## src/hdl/sequencer_pkg.sv

```systemverilog
package sequencer_pkg;
    localparam int         MAX_STATES    = 20;
    localparam int         COUNT_W       = 5;
    localparam int         IDX_W         = 5;
    localparam int         CODE_W        = 8;
    localparam int         EVENT_SRC_W   = 32;
    localparam int         ACTION_W      = 32;
    localparam logic [IDX_W-1:0]  FIRST_INDEX = 5'h00;
    localparam logic [IDX_W-1:0]  INDEX_STEP  = 5'h01;
    localparam logic [COUNT_W-1:0] ZERO_PAIRS = 5'h00;
    localparam logic [COUNT_W-1:0] MAX_PAIRS  = 5'h14;
    // event selection codes
    localparam logic [CODE_W-1:0] EV_FALSE       = 8'h00;
    localparam logic [CODE_W-1:0] EV_TRUE        = 8'h01;
    localparam logic [CODE_W-1:0] EV_ON_REF      = 8'h04;
    localparam logic [CODE_W-1:0] EV_TIMER0_DONE = 8'h1E;
    // action selection codes
    localparam logic [CODE_W-1:0] ACT_NONE       = 8'h01;
    localparam logic [CODE_W-1:0] ACT_PRESET0    = 8'h0A;
    localparam logic [CODE_W-1:0] ACT_PRESET1    = 8'h0B;
    localparam logic [CODE_W-1:0] ACT_TIMER0     = 8'h1D;
    localparam logic [CODE_W-1:0] CODE_ZERO      = 8'h00;
    typedef enum logic [1:0] {ST_IDLE, ST_RUN} seq_state_type;
endpackage

```

## src/hdl/event_selector.sv

```systemverilog
`timescale 1ns/1ps
module event_selector
    import sequencer_pkg::*;
(
    input  wire logic [sequencer_pkg::CODE_W-1:0]      code,
    input  wire logic [sequencer_pkg::EVENT_SRC_W-1:0] sources,
    output wire logic                                  hit
);
    // codes beyond the source vector evaluate false
    assign hit = (code == EV_FALSE) ? 1'b0 :
                 (code == EV_TRUE)  ? 1'b1 :
                 (code < CODE_W'(EVENT_SRC_W)) ? sources[code[IDX_W-1:0]] : 1'b0;
endmodule

```

## src/hdl/event_action_sequencer.sv

```systemverilog
`timescale 1ns/1ps
// Function
// - action n runs only after event n true
// - after action n, test event n+1
// - only the current state's event is tested
// - false event: no action, same state
// - start at state one
// - zero to twenty pairs programmable
// - after last pair, wrap to first
// - event and action arrays indexed by state
// - events from inside or external controller
// - runs only while enable is on
// - event codes false0 true1 onref4 timer30
// - action codes none1 preset10/11 timer29
module event_action_sequencer
    import sequencer_pkg::*;
(
    input  wire logic                                  MCLK,
    input  wire logic                                  NRST,
    input  wire logic                                  SCAN_TICK,
    input  wire logic                                  ENABLE,
    input  wire logic [sequencer_pkg::COUNT_W-1:0]     PAIR_COUNT,
    input  wire logic                                  CFG_WE,
    input  wire logic [sequencer_pkg::IDX_W-1:0]       CFG_INDEX,
    input  wire logic [sequencer_pkg::CODE_W-1:0]      CFG_EVENT,
    input  wire logic [sequencer_pkg::CODE_W-1:0]      CFG_ACTION,
    input  wire logic [sequencer_pkg::EVENT_SRC_W-1:0] INT_EVENTS,
    input  wire logic [sequencer_pkg::EVENT_SRC_W-1:0] EXT_EVENTS,
    output logic      [sequencer_pkg::ACTION_W-1:0]    ACTION_PULSE,
    output logic      [sequencer_pkg::CODE_W-1:0]      ACTION_CODE,
    output logic      [sequencer_pkg::IDX_W-1:0]       STATE_INDEX,
    output logic                                       RUNNING
);
    import sequencer_pkg::*;

    logic [CODE_W-1:0]      event_sel_r  [MAX_STATES];
    logic [CODE_W-1:0]      action_sel_r [MAX_STATES];
    logic [IDX_W-1:0]       index_r;
    logic [IDX_W-1:0]       index_nxt;
    seq_state_type          state_r;
    seq_state_type          state_nxt;
    logic [EVENT_SRC_W-1:0] ext_meta_r;
    logic [EVENT_SRC_W-1:0] ext_sync_r;
    logic [EVENT_SRC_W-1:0] sources;
    logic [COUNT_W-1:0]     pairs_clamped;
    logic                   active;
    logic                   event_hit;
    logic                   fire;
    logic                   last_pair;
    logic [CODE_W-1:0]      cur_event;
    logic [CODE_W-1:0]      cur_action;
    logic                   pulse_ok;
    logic [ACTION_W-1:0]    pulse_vec;

    // codes none and zero are bookkeeping only; codes past the pulse vector
    // still update the code output so software can see them
    function automatic logic action_pulses(input logic [CODE_W-1:0] code);
        return (code != ACT_NONE) && (code != CODE_ZERO) && (code < CODE_W'(ACTION_W));
    endfunction

    // external controller events arrive asynchronously
    always_ff @(posedge MCLK or negedge NRST) begin
        if (!NRST) begin
            ext_meta_r <= '0;
            ext_sync_r <= '0;
        end else begin
            ext_meta_r <= EXT_EVENTS;
            ext_sync_r <= ext_meta_r;
        end
    end

    assign sources       = INT_EVENTS | ext_sync_r;
    assign pairs_clamped = (PAIR_COUNT > MAX_PAIRS) ? MAX_PAIRS : PAIR_COUNT;
    assign active        = ENABLE && (pairs_clamped != ZERO_PAIRS);
    assign cur_event     = event_sel_r[index_r];
    assign cur_action    = action_sel_r[index_r];
    // >= so that shrinking the pair count below the index wraps on the next fire
    assign last_pair     = (index_r >= IDX_W'(pairs_clamped - IDX_W'(INDEX_STEP)));
    assign pulse_ok      = action_pulses(cur_action);

    event_selector u_event_selector (
        .code    (cur_event),
        .sources (sources),
        .hit     (event_hit)
    );

    // one evaluation per tick, only in the run state
    assign fire = (state_r == ST_RUN) && active && SCAN_TICK && event_hit;

    always_comb begin
        state_nxt = state_r;
        index_nxt = index_r;
        case (state_r)
            ST_IDLE: begin
                index_nxt = FIRST_INDEX;
                if (active) begin
                    state_nxt = ST_RUN;
                end
            end
            ST_RUN: begin
                if (!active) begin
                    state_nxt = ST_IDLE;
                    index_nxt = FIRST_INDEX;
                end else if (fire) begin
                    index_nxt = last_pair ? FIRST_INDEX : index_r + INDEX_STEP;
                end
            end
            default: begin
                state_nxt = ST_IDLE;
                index_nxt = FIRST_INDEX;
            end
        endcase
    end

    always_ff @(posedge MCLK or negedge NRST) begin
        if (!NRST) begin
            state_r <= ST_IDLE;
            index_r <= FIRST_INDEX;
        end else begin
            state_r <= state_nxt;
            index_r <= index_nxt;
        end
    end

    // configuration arrays; reset leaves every pair as false / no action
    genvar g;
    generate
        for (g = 0; g < MAX_STATES; g++) begin : g_cfg
            always_ff @(posedge MCLK or negedge NRST) begin
                if (!NRST) begin
                    event_sel_r[g]  <= EV_FALSE;
                    action_sel_r[g] <= ACT_NONE;
                end else if (CFG_WE && (CFG_INDEX == IDX_W'(g))) begin
                    event_sel_r[g]  <= CFG_EVENT;
                    action_sel_r[g] <= CFG_ACTION;
                end
            end
        end
    endgenerate

    // one-hot decode of the current action code
    generate
        for (g = 0; g < ACTION_W; g++) begin : g_pulse
            assign pulse_vec[g] = pulse_ok && (cur_action == CODE_W'(g));
        end
    endgenerate

    // action pulse: one bit per action code below 32, none and zero never pulse
    always_ff @(posedge MCLK or negedge NRST) begin
        if (!NRST) begin
            ACTION_PULSE <= '0;
            ACTION_CODE  <= CODE_ZERO;
        end else begin
            ACTION_PULSE <= '0;
            if (fire) begin
                ACTION_CODE  <= cur_action;
                ACTION_PULSE <= pulse_vec;
            end
        end
    end

    assign STATE_INDEX = index_r;
    assign RUNNING     = (state_r == ST_RUN);
endmodule

```

## config.mk

```make
export PLATFORM = sky130hd
export DESIGN_NAME = event_action_sequencer
export DESIGN_NICKNAME = d
export VERILOG_FILES = /design/src/hdl/sequencer_pkg.sv /design/src/hdl/event_selector.sv /design/src/hdl/event_action_sequencer.sv
export SDC_FILE = /design/constraint.sdc
export NUM_CORES = 1
export LEC_CHECK = 0
export BUFFER_PORTS_ARGS = -buffer_cell sky130_fd_sc_hd__buf_2
export CAP_MARGIN = 10
export CELL_PAD_IN_SITES_DETAIL_PLACEMENT = 0
export CELL_PAD_IN_SITES_GLOBAL_PLACEMENT = 2
export CORE_ASPECT_RATIO = 0.75
export CORE_UTILIZATION = 43
export DETAILED_ROUTE_END_ITERATION = 10
export PLACE_DENSITY_LB_ADDON = 0.1
export SLEW_MARGIN = 30
export SYNTH_ARGS = -nofsm -noshare
export SYNTH_HDL_FRONTEND = slang
export SYNTH_SLANG_ARGS = --single-unit
```

## constraint.sdc

```tcl
create_clock -name MCLK -period 3.95 [get_ports MCLK]
set_input_delay 0.395 -clock MCLK [delete_from_list [all_inputs] [get_ports MCLK]]
set_output_delay 0.395 -clock MCLK [all_outputs]
set_load 0.02 [all_outputs]
```

==> reports/results.ini, run 1 <==
[status]
result_of_the_run=finished clean

[global_routing]
antenna_found_initial=0
largest_net_degree_at_the_start_of_global_routing=96
grt.overflow.total=0
track_usage_pct=21.60
via_count_of_the_first_global_routing_pass=11646
wire_length_of_the_first_global_routing_pass_mm=72.39

[timing]
final_min_period_over_clock_period_pct=93.84
maxSlewViolCount=0
fin_ws_ns=0.2433
fmaxAchievable_mhz=269.8
max-slew-margin-rel_pct=49.98
finalHoldViolCount=0
tightest_slew_ns=0.7485
final_number_of_setup_violating_endpoints=0
rsz_0062_raised_after_global_routing=no
period_minus_slack_ns=3.707
timing.clock.skew_ns=0.01473
setup-tns-final_ns=0

[setup_path]
worst_ep_required_time_ns=4.38
arrival_ns=4.14
critical_path.startpoint_type=flop
type_of_destination_of_the_critical_path=flop
critPathMaxFanout=34
slowest_stage=dfrtp_4
ff2ff_path_depth=10
critPathKind=reg -> reg
path_cells=mux4_2, mux2_2, a32oi_1, nand2_2, a2111oi_2, nor4_1, o32a_1, or2_1, buf_12, mux2_1
critPathMaxStageDelay_ns=0.54

[layout]
syn_to_final_growth_pct=18.46
layout.cells.most_common_list=dfrtp_1 (405), mux2_2 (323), buf_2 (137)
num-nets-final=1561
final_common_cell=dfrtp_1
multi_input_comb_area_mm2=0.007402
post_route_cells_drive_above_1_share_pct=47.62
register_area_mm2=0.01074
num_antenna_cells=0
finish.utilization_pct=51.98
postLayoutCellArea_mm2=0.02202
filler_cell_count=3664

[worst_hold_path]
worstHoldPathType=in -> reg
hold_depth=5

[synth]
postSynthCellCount=1272
synthArstFlopShare_pct=100.0
ys.flop_type=dfrtp_1
synth.distinct_cells=62
syn-mean-instance-area_um2=14.62
netlist_top_cells_area=dfrtp_1 (55%), mux2_2 (20%), mux4_2 (8.2%), dfstp_2 (2.8%), mux2i_1 (2.0%)
synth.yosys.warnings=0
synth_seq_area_share_pct=57.74
synthDominantCellAreaShare_pct=54.91
yosys_register_bits=428
synthesis.area_mm2=0.01859
synth-edff-count=0
synth_largest_area_cell=dfrtp_1

[floorplan]
core_area_mm2=0.04237
num_io_pins=141
die_height_um=182.1
die_x_um=242.1
start_util_pct=43.88
total_die_area_mm2=0.04408
std_cell_rows=65

[drt]
drt_iter0_drc=662
routed_via_density=5.414
route.final.wire_length_mm=46.08
first_pass_iters=5
post-route-drc-count=0
wire_per_inst_um=22.39
route.vias.total=11143
drt.antenna.violating_nets=0

[cts]
numClockSinks=428
clock-root-buffer=clkbuf_16
numCtsBuffers=44
ctsHtreeMaxLevel=2
ctsLongestPathBuffers=3
post_cts_resized=0
clkSlewWorstSetupHoldPaths_ns=0.06
tritoncts=built
clkLatencyLatePin_ns=0.55

[pwr]
pwr_density_cell_mw_per_mm2=580.4
switching_share_pct=27.42
share_clk_of_total_power_pct=33.3
power.share.combinational_pct=23.6
p_leak_nw=10.01
power.switching_mw=3.505
ir_worst_vdd_uv=365.3
p_seq_share_pct=43.1
internal_power_mw=9.278

[placement]
detailed_place_hpwl_mm=28.57
gp_congestion=0.7526
preCtsSetupSlack_ns=0.1459
io_buffer_count=138
placed_cell_area_mm2=0.02016

[flow_run]
max_cap_viol_count=0

## flip-flops by register name, summed over array words and instances, names as in the netlist
name,flops
ext_meta_r,31
ext_sync_r,31
state_r,1
ACTION_PULSE,32
ACTION_CODE,8
STATE_INDEX,5
event_sel_r,160
action_sel_r,160
## cells in the mapped netlist (all sizes together) (7+ instances only)
cell      n
o21ai    20
nor3b     8
nand2    44
inv      12
mux2i    38
nand3     7
buf      28
clkbuf   72
nor2     40
dfstp    20
ha        9
a21oi    23
nor2b    11
dfrtp   408
mux2    327
nor3     39
nor4     20
mux4     68
a22oi     7
## metrics by stage
stage | hold slack, ns | cells | power, mW
finish | 0.2941 | 2058 | 12.78
floorplan | 0.09941 | 1273 | 7.616
global placement | 0.3323 | 1940 | 8.503
CTS | 0.2735 | 2050 | 12.91
detailed placement | 0.3347 | 1940 | 8.575
global route | 0.3112 | 2058 | 13.48
## layout make-up
type / count / share of cell area [%]
clock buffers: 69 / 6.203
clock inverters: 9 / 0.5454
inverters: 13 / 0.2216
multi-input cells: 732 / 33.61
flip-flops and latches: 428 / 48.78
well taps: 569 / 3.232
repair buffers: 238 / 7.408
## critical path, delay by kind of cell (launching register included)
family,cells,cell delay (ns)
AOI/OAI and AO/OA,3,1.11
DFF,1,0.54
buffers and inverters,1,0.18
and+or+nand+nor,3,0.61
muxes,3,1.13
## per-layer routing
| layer | track usage, % | vias to the layer above | share of wire (%) |
|---|---|---|---|
| met2 | 34.16 | 187 | 46 |
| met3 | 3.235 | 58 | 3.5 |
| li1 | - | 5041 | - |
| met5 | 0 | - | 0 |
| met4 | 4.886 | 0 | 1.9 |
| met1 | 31.57 | 5857 | 48 |
## logic make-up after synthesis
kind of cell	Yosys count	synth area share, %
xor+xnor	3	0.1413
fa+ha+maj	9	0.6057
flops	428	57.74
other cells	1	0.02017
compound gates	84	3.021
mux	433	30.09
buf+inv	113	2.779
simple gates	201	5.606
## power groups by stage
| stage | sequential (mW) | combinational, mW | clock, mW |
|---|---|---|---|
| 4_1_cts | 5.52 | 3.02 | 4.37 |
| 5_1_grt | 5.61 | 3.31 | 4.56 |
| 3_3_place_gp | 5.57 | 2.93 | 0 |
| 2_1_floorplan | 5.51 | 2.10 | 0 |
| 3_5_place_dp | 5.59 | 2.98 | 0 |
| 6_report | 5.51 | 3.01 | 4.26 |
## worst paths after layout
check                                   endpoint      startpoint  slack, ns
worst min-delay path                  state_r[0]          ENABLE       0.29
min in group asynchronous       ACTION_PULSE[12]            NRST       0.48
max in group asynchronous        event_sel_r[74]            NRST       2.47
worst max register to register    ACTION_CODE[4]  STATE_INDEX[0]       0.24
worst min register to register    ext_sync_r[21]  ext_meta_r[21]       0.35
worst max-delay path              ACTION_CODE[4]  STATE_INDEX[0]       0.24
## what timing repair did
item | 4_1_cts | 5_1_grt
hold endpoints to repair | 117 | 0
hold buffers | 32 | 0
buffers inserted | 0 | 8
setup endpoints to repair | 0 | 17
(Power assumes the default switching activity.)
==> run 2: changes to the inputs <==
--- a/config.mk
+++ b/config.mk
@@ -5,11 +5,11 @@
 export SDC_FILE = /design/constraint.sdc
 export NUM_CORES = 1
 export LEC_CHECK = 0
-export BUFFER_PORTS_ARGS = -buffer_cell sky130_fd_sc_hd__buf_2
+export BUFFER_PORTS_ARGS = -buffer_cell sky130_fd_sc_hd__buf_4
 export CAP_MARGIN = 10
 export CELL_PAD_IN_SITES_DETAIL_PLACEMENT = 0
 export CELL_PAD_IN_SITES_GLOBAL_PLACEMENT = 2
-export CORE_ASPECT_RATIO = 0.75
+export CORE_ASPECT_RATIO = 1.4
 export CORE_UTILIZATION = 43
 export DETAILED_ROUTE_END_ITERATION = 10
 export PLACE_DENSITY_LB_ADDON = 0.1
==> run 2 against run 1 <==
Against the previous run:
- cell count shrank 0.83%
- clock skew grew 0.0096 ns
- sequential power is essentially flat
- worst setup slack lost 0.023 ns
- combinational power grew 3%
- via count grew 0.33%
- count of clock-buffer cells in the layout grew 3
==> reports/results.ini, run 2 (synthesized netlist as in run 1, its figures left out) <==
[cts]
clkLatencyLatePin_ns=0.56  ; about the same
clock-root-buffer=clkbuf_16
ctsLongestPathBuffers=3  ; unchanged
numCtsBuffers=45  ; +2.3%
clkSlewWorstSetupHoldPaths_ns=0.06  ; about the same
ctsHtreeMaxLevel=2  ; unchanged
tritoncts=built
numClockSinks=428  ; unchanged

[placement]
gp_congestion=0.7565  ; +0.52%
preCtsSetupSlack_ns=-0.1902  ; -0.3360 ns
placed_cell_area_mm2=0.02052  ; +1.8%
placed_cells_incl_taps=1926  ; -0.72%
io_buffer_count=138  ; unchanged
detailed_place_hpwl_mm=29.99  ; +5.0%

[layout]
num-nets-final=1565  ; +0.26%
syn_to_final_growth_pct=21.02
register_area_mm2=0.01074  ; unchanged
post_route_cells_drive_above_1_share_pct=47.56  ; -0.057 points
finish.utilization_pct=53.03  ; +1.1 points
final_common_cell=dfrtp_1
filler_cell_count=3572  ; -2.5%
num_antenna_cells=0  ; unchanged
reg_top3=action_sel_r x160, event_sel_r x160, ACTION_PULSE x32
layout.cells.most_common_list=dfrtp_1 (405), mux2_2 (323), buf_4 (199)
postLayoutCellArea_mm2=0.02250  ; +2.2%
layoutNonFillerInstCount=2041  ; -0.83%
multi_input_comb_area_mm2=0.007398  ; about the same

[timing]
timing.clock.skew_ns=0.02431  ; +0.009583 ns
rsz_0062_raised_after_global_routing=no
final_number_of_setup_violating_endpoints=0  ; unchanged
tightest_slew_ns=0.8940  ; +0.1455 ns
fmaxAchievable_mhz=268.1  ; -0.61%
finalHoldViolCount=0  ; unchanged
maxSlewViolCount=0  ; unchanged
final_min_period_over_clock_period_pct=94.42  ; +0.58 points
period_minus_slack_ns=3.730  ; +0.02279 ns
fin_ws_ns=0.2205  ; -0.02279 ns
setup-tns-final_ns=0  ; unchanged
max-slew-margin-rel_pct=40.40  ; -9.6 points
worst_hold_slack_ns=0.2289  ; -0.06526 ns

[drt]
drt_iter0_drc=482  ; -27%
route.final.wire_length_mm=46.89  ; +1.7%
wire_per_inst_um=22.97  ; +2.6%
first_pass_iters=4  ; -1
routed_via_density=5.478  ; +1.2%
route.vias.total=11180  ; +0.33%
post-route-drc-count=0  ; unchanged
drt.antenna.violating_nets=0  ; unchanged

[global_routing]
largest_net_degree_at_the_start_of_global_routing=106  ; +10%
wire_length_of_the_first_global_routing_pass_mm=73.12  ; +1.0%
grt.overflow.total=0  ; unchanged
antenna_found_initial=0  ; unchanged
track_usage_pct=22.28  ; +0.68 points
via_count_of_the_first_global_routing_pass=12014  ; +3.2%

[setup_path]
critPathMaxFanout=38  ; +12%
type_of_destination_of_the_critical_path=flop
worst_ep_required_time_ns=4.38  ; about the same
critical_path.startpoint_type=flop
critPathKind=reg -> reg
arrival_ns=4.16  ; +0.02 ns

[floorplan]
start_util_pct=43.82  ; -0.057 points
total_die_area_mm2=0.04409  ; about the same
num_io_pins=141  ; unchanged
die_height_um=248.0  ; +36%
core_area_mm2=0.04243  ; +0.13%
std_cell_rows=89  ; +37%
die_x_um=177.7  ; -27%

[pwr]
ir_worst_vdd_uv=314.9  ; -14%
p_leak_nw=10.16  ; +1.5%
pwr_density_cell_mw_per_mm2=583.3  ; +0.50%
sum_of_internal_switching_and_leakage_power_mw=13.12  ; +2.7%

[status]
result_of_the_run=finished clean

[worst_hold_path]
worstHoldPathType=in -> reg

[flow_run]
max_cap_viol_count=0  ; unchanged

[run 2: cell types whose count changed in the layout (fill, tap and decap cells not counted), moves of 2 or more]
cell,previous run,this run
bufinv_16,3,5
clkinv_2,6,3
clkbuf_16,45,49
buf_4,60,199
clkbuf_8,15,13
nand2_2,6,2
nand2_1,38,42
buf_2,137,0
[run 2: worst paths after layout]
path	slack (ns)	to	depth (start not counted)	from
max	0.22	ACTION_CODE[7]	11	STATE_INDEX[0]
min	0.23	event_sel_r[108]	2	CFG_EVENT[4]
max reg2reg	0.22	ACTION_CODE[7]	11	STATE_INDEX[0]
min reg2reg	0.35	ext_sync_r[24]	0	ext_meta_r[24]
max in group asynchronous	2.36	event_sel_r[107]	3	NRST
min in group asynchronous	0.45	action_sel_r[57]	2	NRST
[run 2: critical path, cell delays in order, from the launching register on]
cell,delay (ns)
dfrtp_4,0.48
buf_12,0.16
mux4_2,0.51
mux2_2,0.29
a32oi_1,0.35
nand2_2,0.22
a2111oi_2,0.31
nor4_1,0.10
o32a_1,0.39
or2_1,0.27
buf_12,0.18
mux2_1,0.32
[run 2: routing by layer]
| metal | wire length (um) | vias up | track usage, % |
|---|---|---|---|
| met4 | 767 | 0 | 5.329 |
| met1 | 20350 | 5942 | 29.31 |
| met5 | 0 | - | 0 |
| met2 | 24380 | 162 | 39.22 |
| met3 | 1389 | 47 | 2.534 |
| li1 | - | 5029 | - |
[run 2: cell type report]
| type | instances | share of cell area [%] |
|---|---|---|
| clock buffer | 72 | 6.412 |
| clock inverter | 9 | 0.7730 |
| inverter | 13 | 0.2169 |
| multi-input combinational | 732 | 32.88 |
| sequential | 428 | 47.75 |
| tap | 546 | 3.036 |
| timing repair buffer | 241 | 8.931 |
[run 2: power breakdown]
| group | switching [mW] | leakage (nW) | total [mW] | internal [mW] |
|---|---|---|---|---|
| Clock | 1.72 | 0.796 | 4.54 | 2.82 |
| Sequential | 0.356 | 5.39 | 5.50 | 5.14 |
| Combinational | 1.45 | 3.98 | 3.09 | 1.64 |
[run 2: what timing repair did]
action | CTS | global route
gates resized for setup | 1 | 2
hold endpoints to repair | 118 | 0
endpoints found under the setup margin | 36 | 13
pin swaps | 0 | 0
hold buffers | 32 | 0
buffers inserted | 2 | 0
==> run 3: changes to the inputs <==
--- a/config.mk
+++ b/config.mk
@@ -5,12 +5,13 @@
 export SDC_FILE = /design/constraint.sdc
 export NUM_CORES = 1
 export LEC_CHECK = 0
+export ABC_AREA = 1
 export BUFFER_PORTS_ARGS = -buffer_cell sky130_fd_sc_hd__buf_4
 export CAP_MARGIN = 10
 export CELL_PAD_IN_SITES_DETAIL_PLACEMENT = 0
 export CELL_PAD_IN_SITES_GLOBAL_PLACEMENT = 2
 export CORE_ASPECT_RATIO = 1.4
-export CORE_UTILIZATION = 43
+export CORE_UTILIZATION = 37
 export DETAILED_ROUTE_END_ITERATION = 10
 export PLACE_DENSITY_LB_ADDON = 0.1
 export SLEW_MARGIN = 30
==> constraint.sdc (replaced) <==
create_clock -name MCLK -period 4.1 [get_ports MCLK]
set_input_delay 0.41 -clock MCLK [delete_from_list [all_inputs] [get_ports MCLK]]
set_output_delay 0.41 -clock MCLK [all_outputs]
set_load 0.02 [all_outputs]
==> run 3 against run 2 <==
Against the previous run:
- total power rose by 0.62%
- synthesized area barely moved
- combinational power rose by 17%
- first-iteration DRC count rose by 79%
- core utilization fell by 8.4 points
- cell count rose by 43%
- largest cell class unchanged
- highest routed layer unchanged
==> reports/results.ini, run 3 <==
[pwr]
power.switching_mw=4.496  ; +28%
share_clk_of_total_power_pct=32.5  ; -2.1 points
pwr_density_cell_mw_per_mm2=599.3  ; +2.7%
power.share.combinational_pct=27.3  ; +3.8 points
switching_share_pct=34.04  ; +7.2 points
internal_power_mw=8.711  ; -9.3%
p_leak_nw=10.41  ; +2.4%
p_seq_share_pct=40.2  ; -1.7 points
ir_worst_vdd_uv=362.6  ; +15%

[synth]
synth_largest_area_cell=dfrtp_1
postSynthCellCount=2129  ; +67%
yosys_register_bits=430  ; +0.47%
synth.yosys.warnings=0  ; unchanged
synthesis.area_mm2=0.01861  ; about the same
synth-edff-count=0  ; unchanged
ys.flop_type=dfrtp_1
synthDominantCellAreaShare_pct=55.14  ; +0.22 points
syn-mean-instance-area_um2=8.740  ; -40%
synth_common_cells=nand2_1 (525), o21ai_0 (419), dfrtp_1 (410)
synthMostInstantiatedCell=nand2_1
synth.distinct_cells=46  ; -26%
synth_seq_area_share_pct=57.96  ; +0.22 points
synthArstFlopShare_pct=100.0  ; unchanged
netlist_top_cells_area=dfrtp_1 (55%), o21ai_0 (11%), nand2_1 (11%), nor2_1 (4.6%), dfstp_2 (2.8%)

[cts]
cts_post_setup_buffers_inserted=0  ; -2
tritoncts=built
clkLatencyLatePin_ns=0.58  ; +0.02 ns
ctsLongestPathBuffers=3  ; unchanged
ctsHtreeMaxLevel=2  ; unchanged
clock-root-buffer=clkbuf_16
numClockSinks=430  ; +0.47%
numCtsBuffers=46  ; +2.2%
clkSlewWorstSetupHoldPaths_ns=0.06  ; about the same

[timing]
max-slew-margin-rel_pct=42.05  ; +1.6 points
final_number_of_setup_violating_endpoints=0  ; unchanged
setup-tns-final_ns=0  ; unchanged
maxSlewViolCount=0  ; unchanged
final_min_period_over_clock_period_pct=87.37  ; -7.0 points
fmaxAchievable_mhz=279.2  ; +4.1%
period_minus_slack_ns=3.582  ; -0.1473 ns
timing.clock.skew_ns=0.009754  ; -0.01456 ns
tightest_slew_ns=0.8662  ; -0.02774 ns
finalHoldViolCount=0  ; unchanged
rsz_0062_raised_after_global_routing=no

[placement]
detailed_place_hpwl_mm=34.73  ; +16%
io_buffer_count=140  ; +1.4%
gp_congestion=0.7756  ; +2.5%
placed_cell_area_mm2=0.02011  ; -2.0%

[drt]
post-route-drc-count=0  ; unchanged
drt_iter0_drc=864  ; +79%
drt.antenna.violating_nets=0  ; unchanged
wire_per_inst_um=19.27  ; -16%
route.final.wire_length_mm=56.14  ; +20%
route.vias.total=14853  ; +33%
routed_via_density=5.099  ; -6.9%
first_pass_iters=5  ; +1

[global_routing]
via_count_of_the_first_global_routing_pass=14907  ; +24%
antenna_found_initial=0  ; unchanged
grt.overflow.total=0  ; unchanged
largest_net_degree_at_the_start_of_global_routing=114  ; +7.5%
track_usage_pct=22.54  ; +0.26 points
wire_length_of_the_first_global_routing_pass_mm=87.66  ; +20%

[setup_path]
critical_path.startpoint_type=flop
critPathMaxFanout=58  ; +53%
critical_path_cell_count=12  ; +1
type_of_destination_of_the_critical_path=flop
arrival_ns=4.07  ; -0.09 ns
critPathKind=reg -> reg
reg2reg_to=ACTION_PULSE[24]
crit_family=buffers and inverters
crit_start=STATE_INDEX[0]
critPathCapture=ACTION_PULSE[24]
rrSetupSlack_ns=0.52  ; +0.30 ns
path_buf_inv=3  ; +1
worst_ep_required_time_ns=4.59  ; +0.21 ns
slowest_stage=buf_4
path_cells=buf_4, buf_4, o21ai_0, o221ai_1, o211ai_1, nand3_1, nand2_1, nand2_1, inv_1, nor3_2, nand3_1, nor3_2
r2r_start=STATE_INDEX[0]
critPathMaxStageDelay_ns=0.59  ; +0.08 ns
ff2ff_path_depth=12  ; +1

[layout]
layout.cells.most_common_list=nand2_1 (521), o21ai_0 (419), dfrtp_1 (408)
syn_to_final_growth_pct=18.42
reg_top3=action_sel_r x160, event_sel_r x160
postLayoutCellArea_mm2=0.02203  ; -2.1%
final_common_cell=nand2_1
post_route_cells_drive_above_1_share_pct=14.32  ; -33 points
num-nets-final=2344  ; +50%
num_antenna_cells=0  ; unchanged

[floorplan]
num_io_pins=141  ; unchanged
core_area_mm2=0.04937  ; +16%
die_x_um=191.5  ; +7.8%
total_die_area_mm2=0.05120  ; +16%
die_height_um=267.3  ; +7.8%
std_cell_rows=96  ; +7.9%
start_util_pct=37.69  ; -6.1 points

[flow_run]
max_cap_viol_count=0  ; unchanged

[worst_hold_path]
worstHoldPathType=in -> reg

[status]
result_of_the_run=finished clean

[run 3: worst min path at each step]
stage	cells after the start	endpoint	slack, ns	startpoint
3_5_place_dp	0	ext_sync_r[17]	0.33	ext_meta_r[17]
4_1_cts	4	event_sel_r[127]	0.27	CFG_INDEX[3]
2_1_floorplan	0	ACTION_CODE[0]	0.11	NRST
3_3_place_gp	0	ext_sync_r[2]	0.33	ext_meta_r[2]
5_1_grt	4	event_sel_r[126]	0.31	CFG_INDEX[3]
6_report	4	event_sel_r[126]	0.29	CFG_INDEX[3]
[run 3: stage by stage]
stage          hold WS [ns]  util [%]  instances  worst slack, ns  power (mW)
6_report             0.2942     44.63       2913           0.5178       13.21
5_1_grt              0.3056     44.63       2913           0.2132       14.07
4_1_cts              0.2670     44.57       2912           0.3798       13.36
3_5_place_dp         0.3347     40.74       2795           0.4015       8.980
3_3_place_gp         0.3322     40.74       2795           0.4359       8.942
2_1_floorplan        0.1144         -       2130            1.482       7.909
[run 3: timing repair]
item	in CTS	in global routing
hold buffers	33	0
setup endpoints to repair	0	2
hold endpoints to repair	88	0
resized for setup	0	1
[run 3: routing by layer]
| layer | vias up | wire length (um) | global-route usage [%] |
|---|---|---|---|
| met4 | 0 | 1140 | 5.920 |
| met1 | 7229 | 25680 | 30.34 |
| li1 | 7237 | - | - |
| met3 | 70 | 2318 | 3.263 |
| met5 | - | 0 | 0 |
| met2 | 317 | 27000 | 37.78 |
[run 3: kinds of logic after synthesis]
kind of cell               after synthesis  share of synthesized area [%]
buffers and inverters                  237                          5.904
xor gates and xnor gates                 6                         0.2824
and+or+nand+nor                        903                          19.79
adders and majority gates                9                         0.6052
DFF                                    430                          57.96
other                                    1                        0.02015
AOI/OAI and AO/OA                      543                          15.44
[run 3: power by group through the flow]
stage               Combinational (mW)  Sequential, mW  Clock (mW)
floorplan                         2.58            5.33           0
global placement                  3.58            5.37           0
detailed placement                3.60            5.38           0
CTS                               3.64            5.31        4.41
global route                      4.10            5.39        4.58
finish                            3.60            5.31        4.29
[run 3: worst register-to-register path: cells and delay by family, from the launching register on]
| family | cells | cell delay [ns] |
|---|---|---|
| buffers and inverters | 3 | 1.33 |
| AND/OR/NAND/NOR | 6 | 1.17 |
| AO/OA/AOI/OAI | 3 | 0.52 |
| flip-flops | 1 | 0.48 |
[run 3: area by class of cell]
cell class	count	area (um2)
fillers	4924	27330
flip-flops and latches	430	10790
multi-input cells	1463	6760
repair buffers	220	1824
clock buffers	79	1489
well taps	637	797.0
inverters	79	299.0
clock inverters	5	75.07
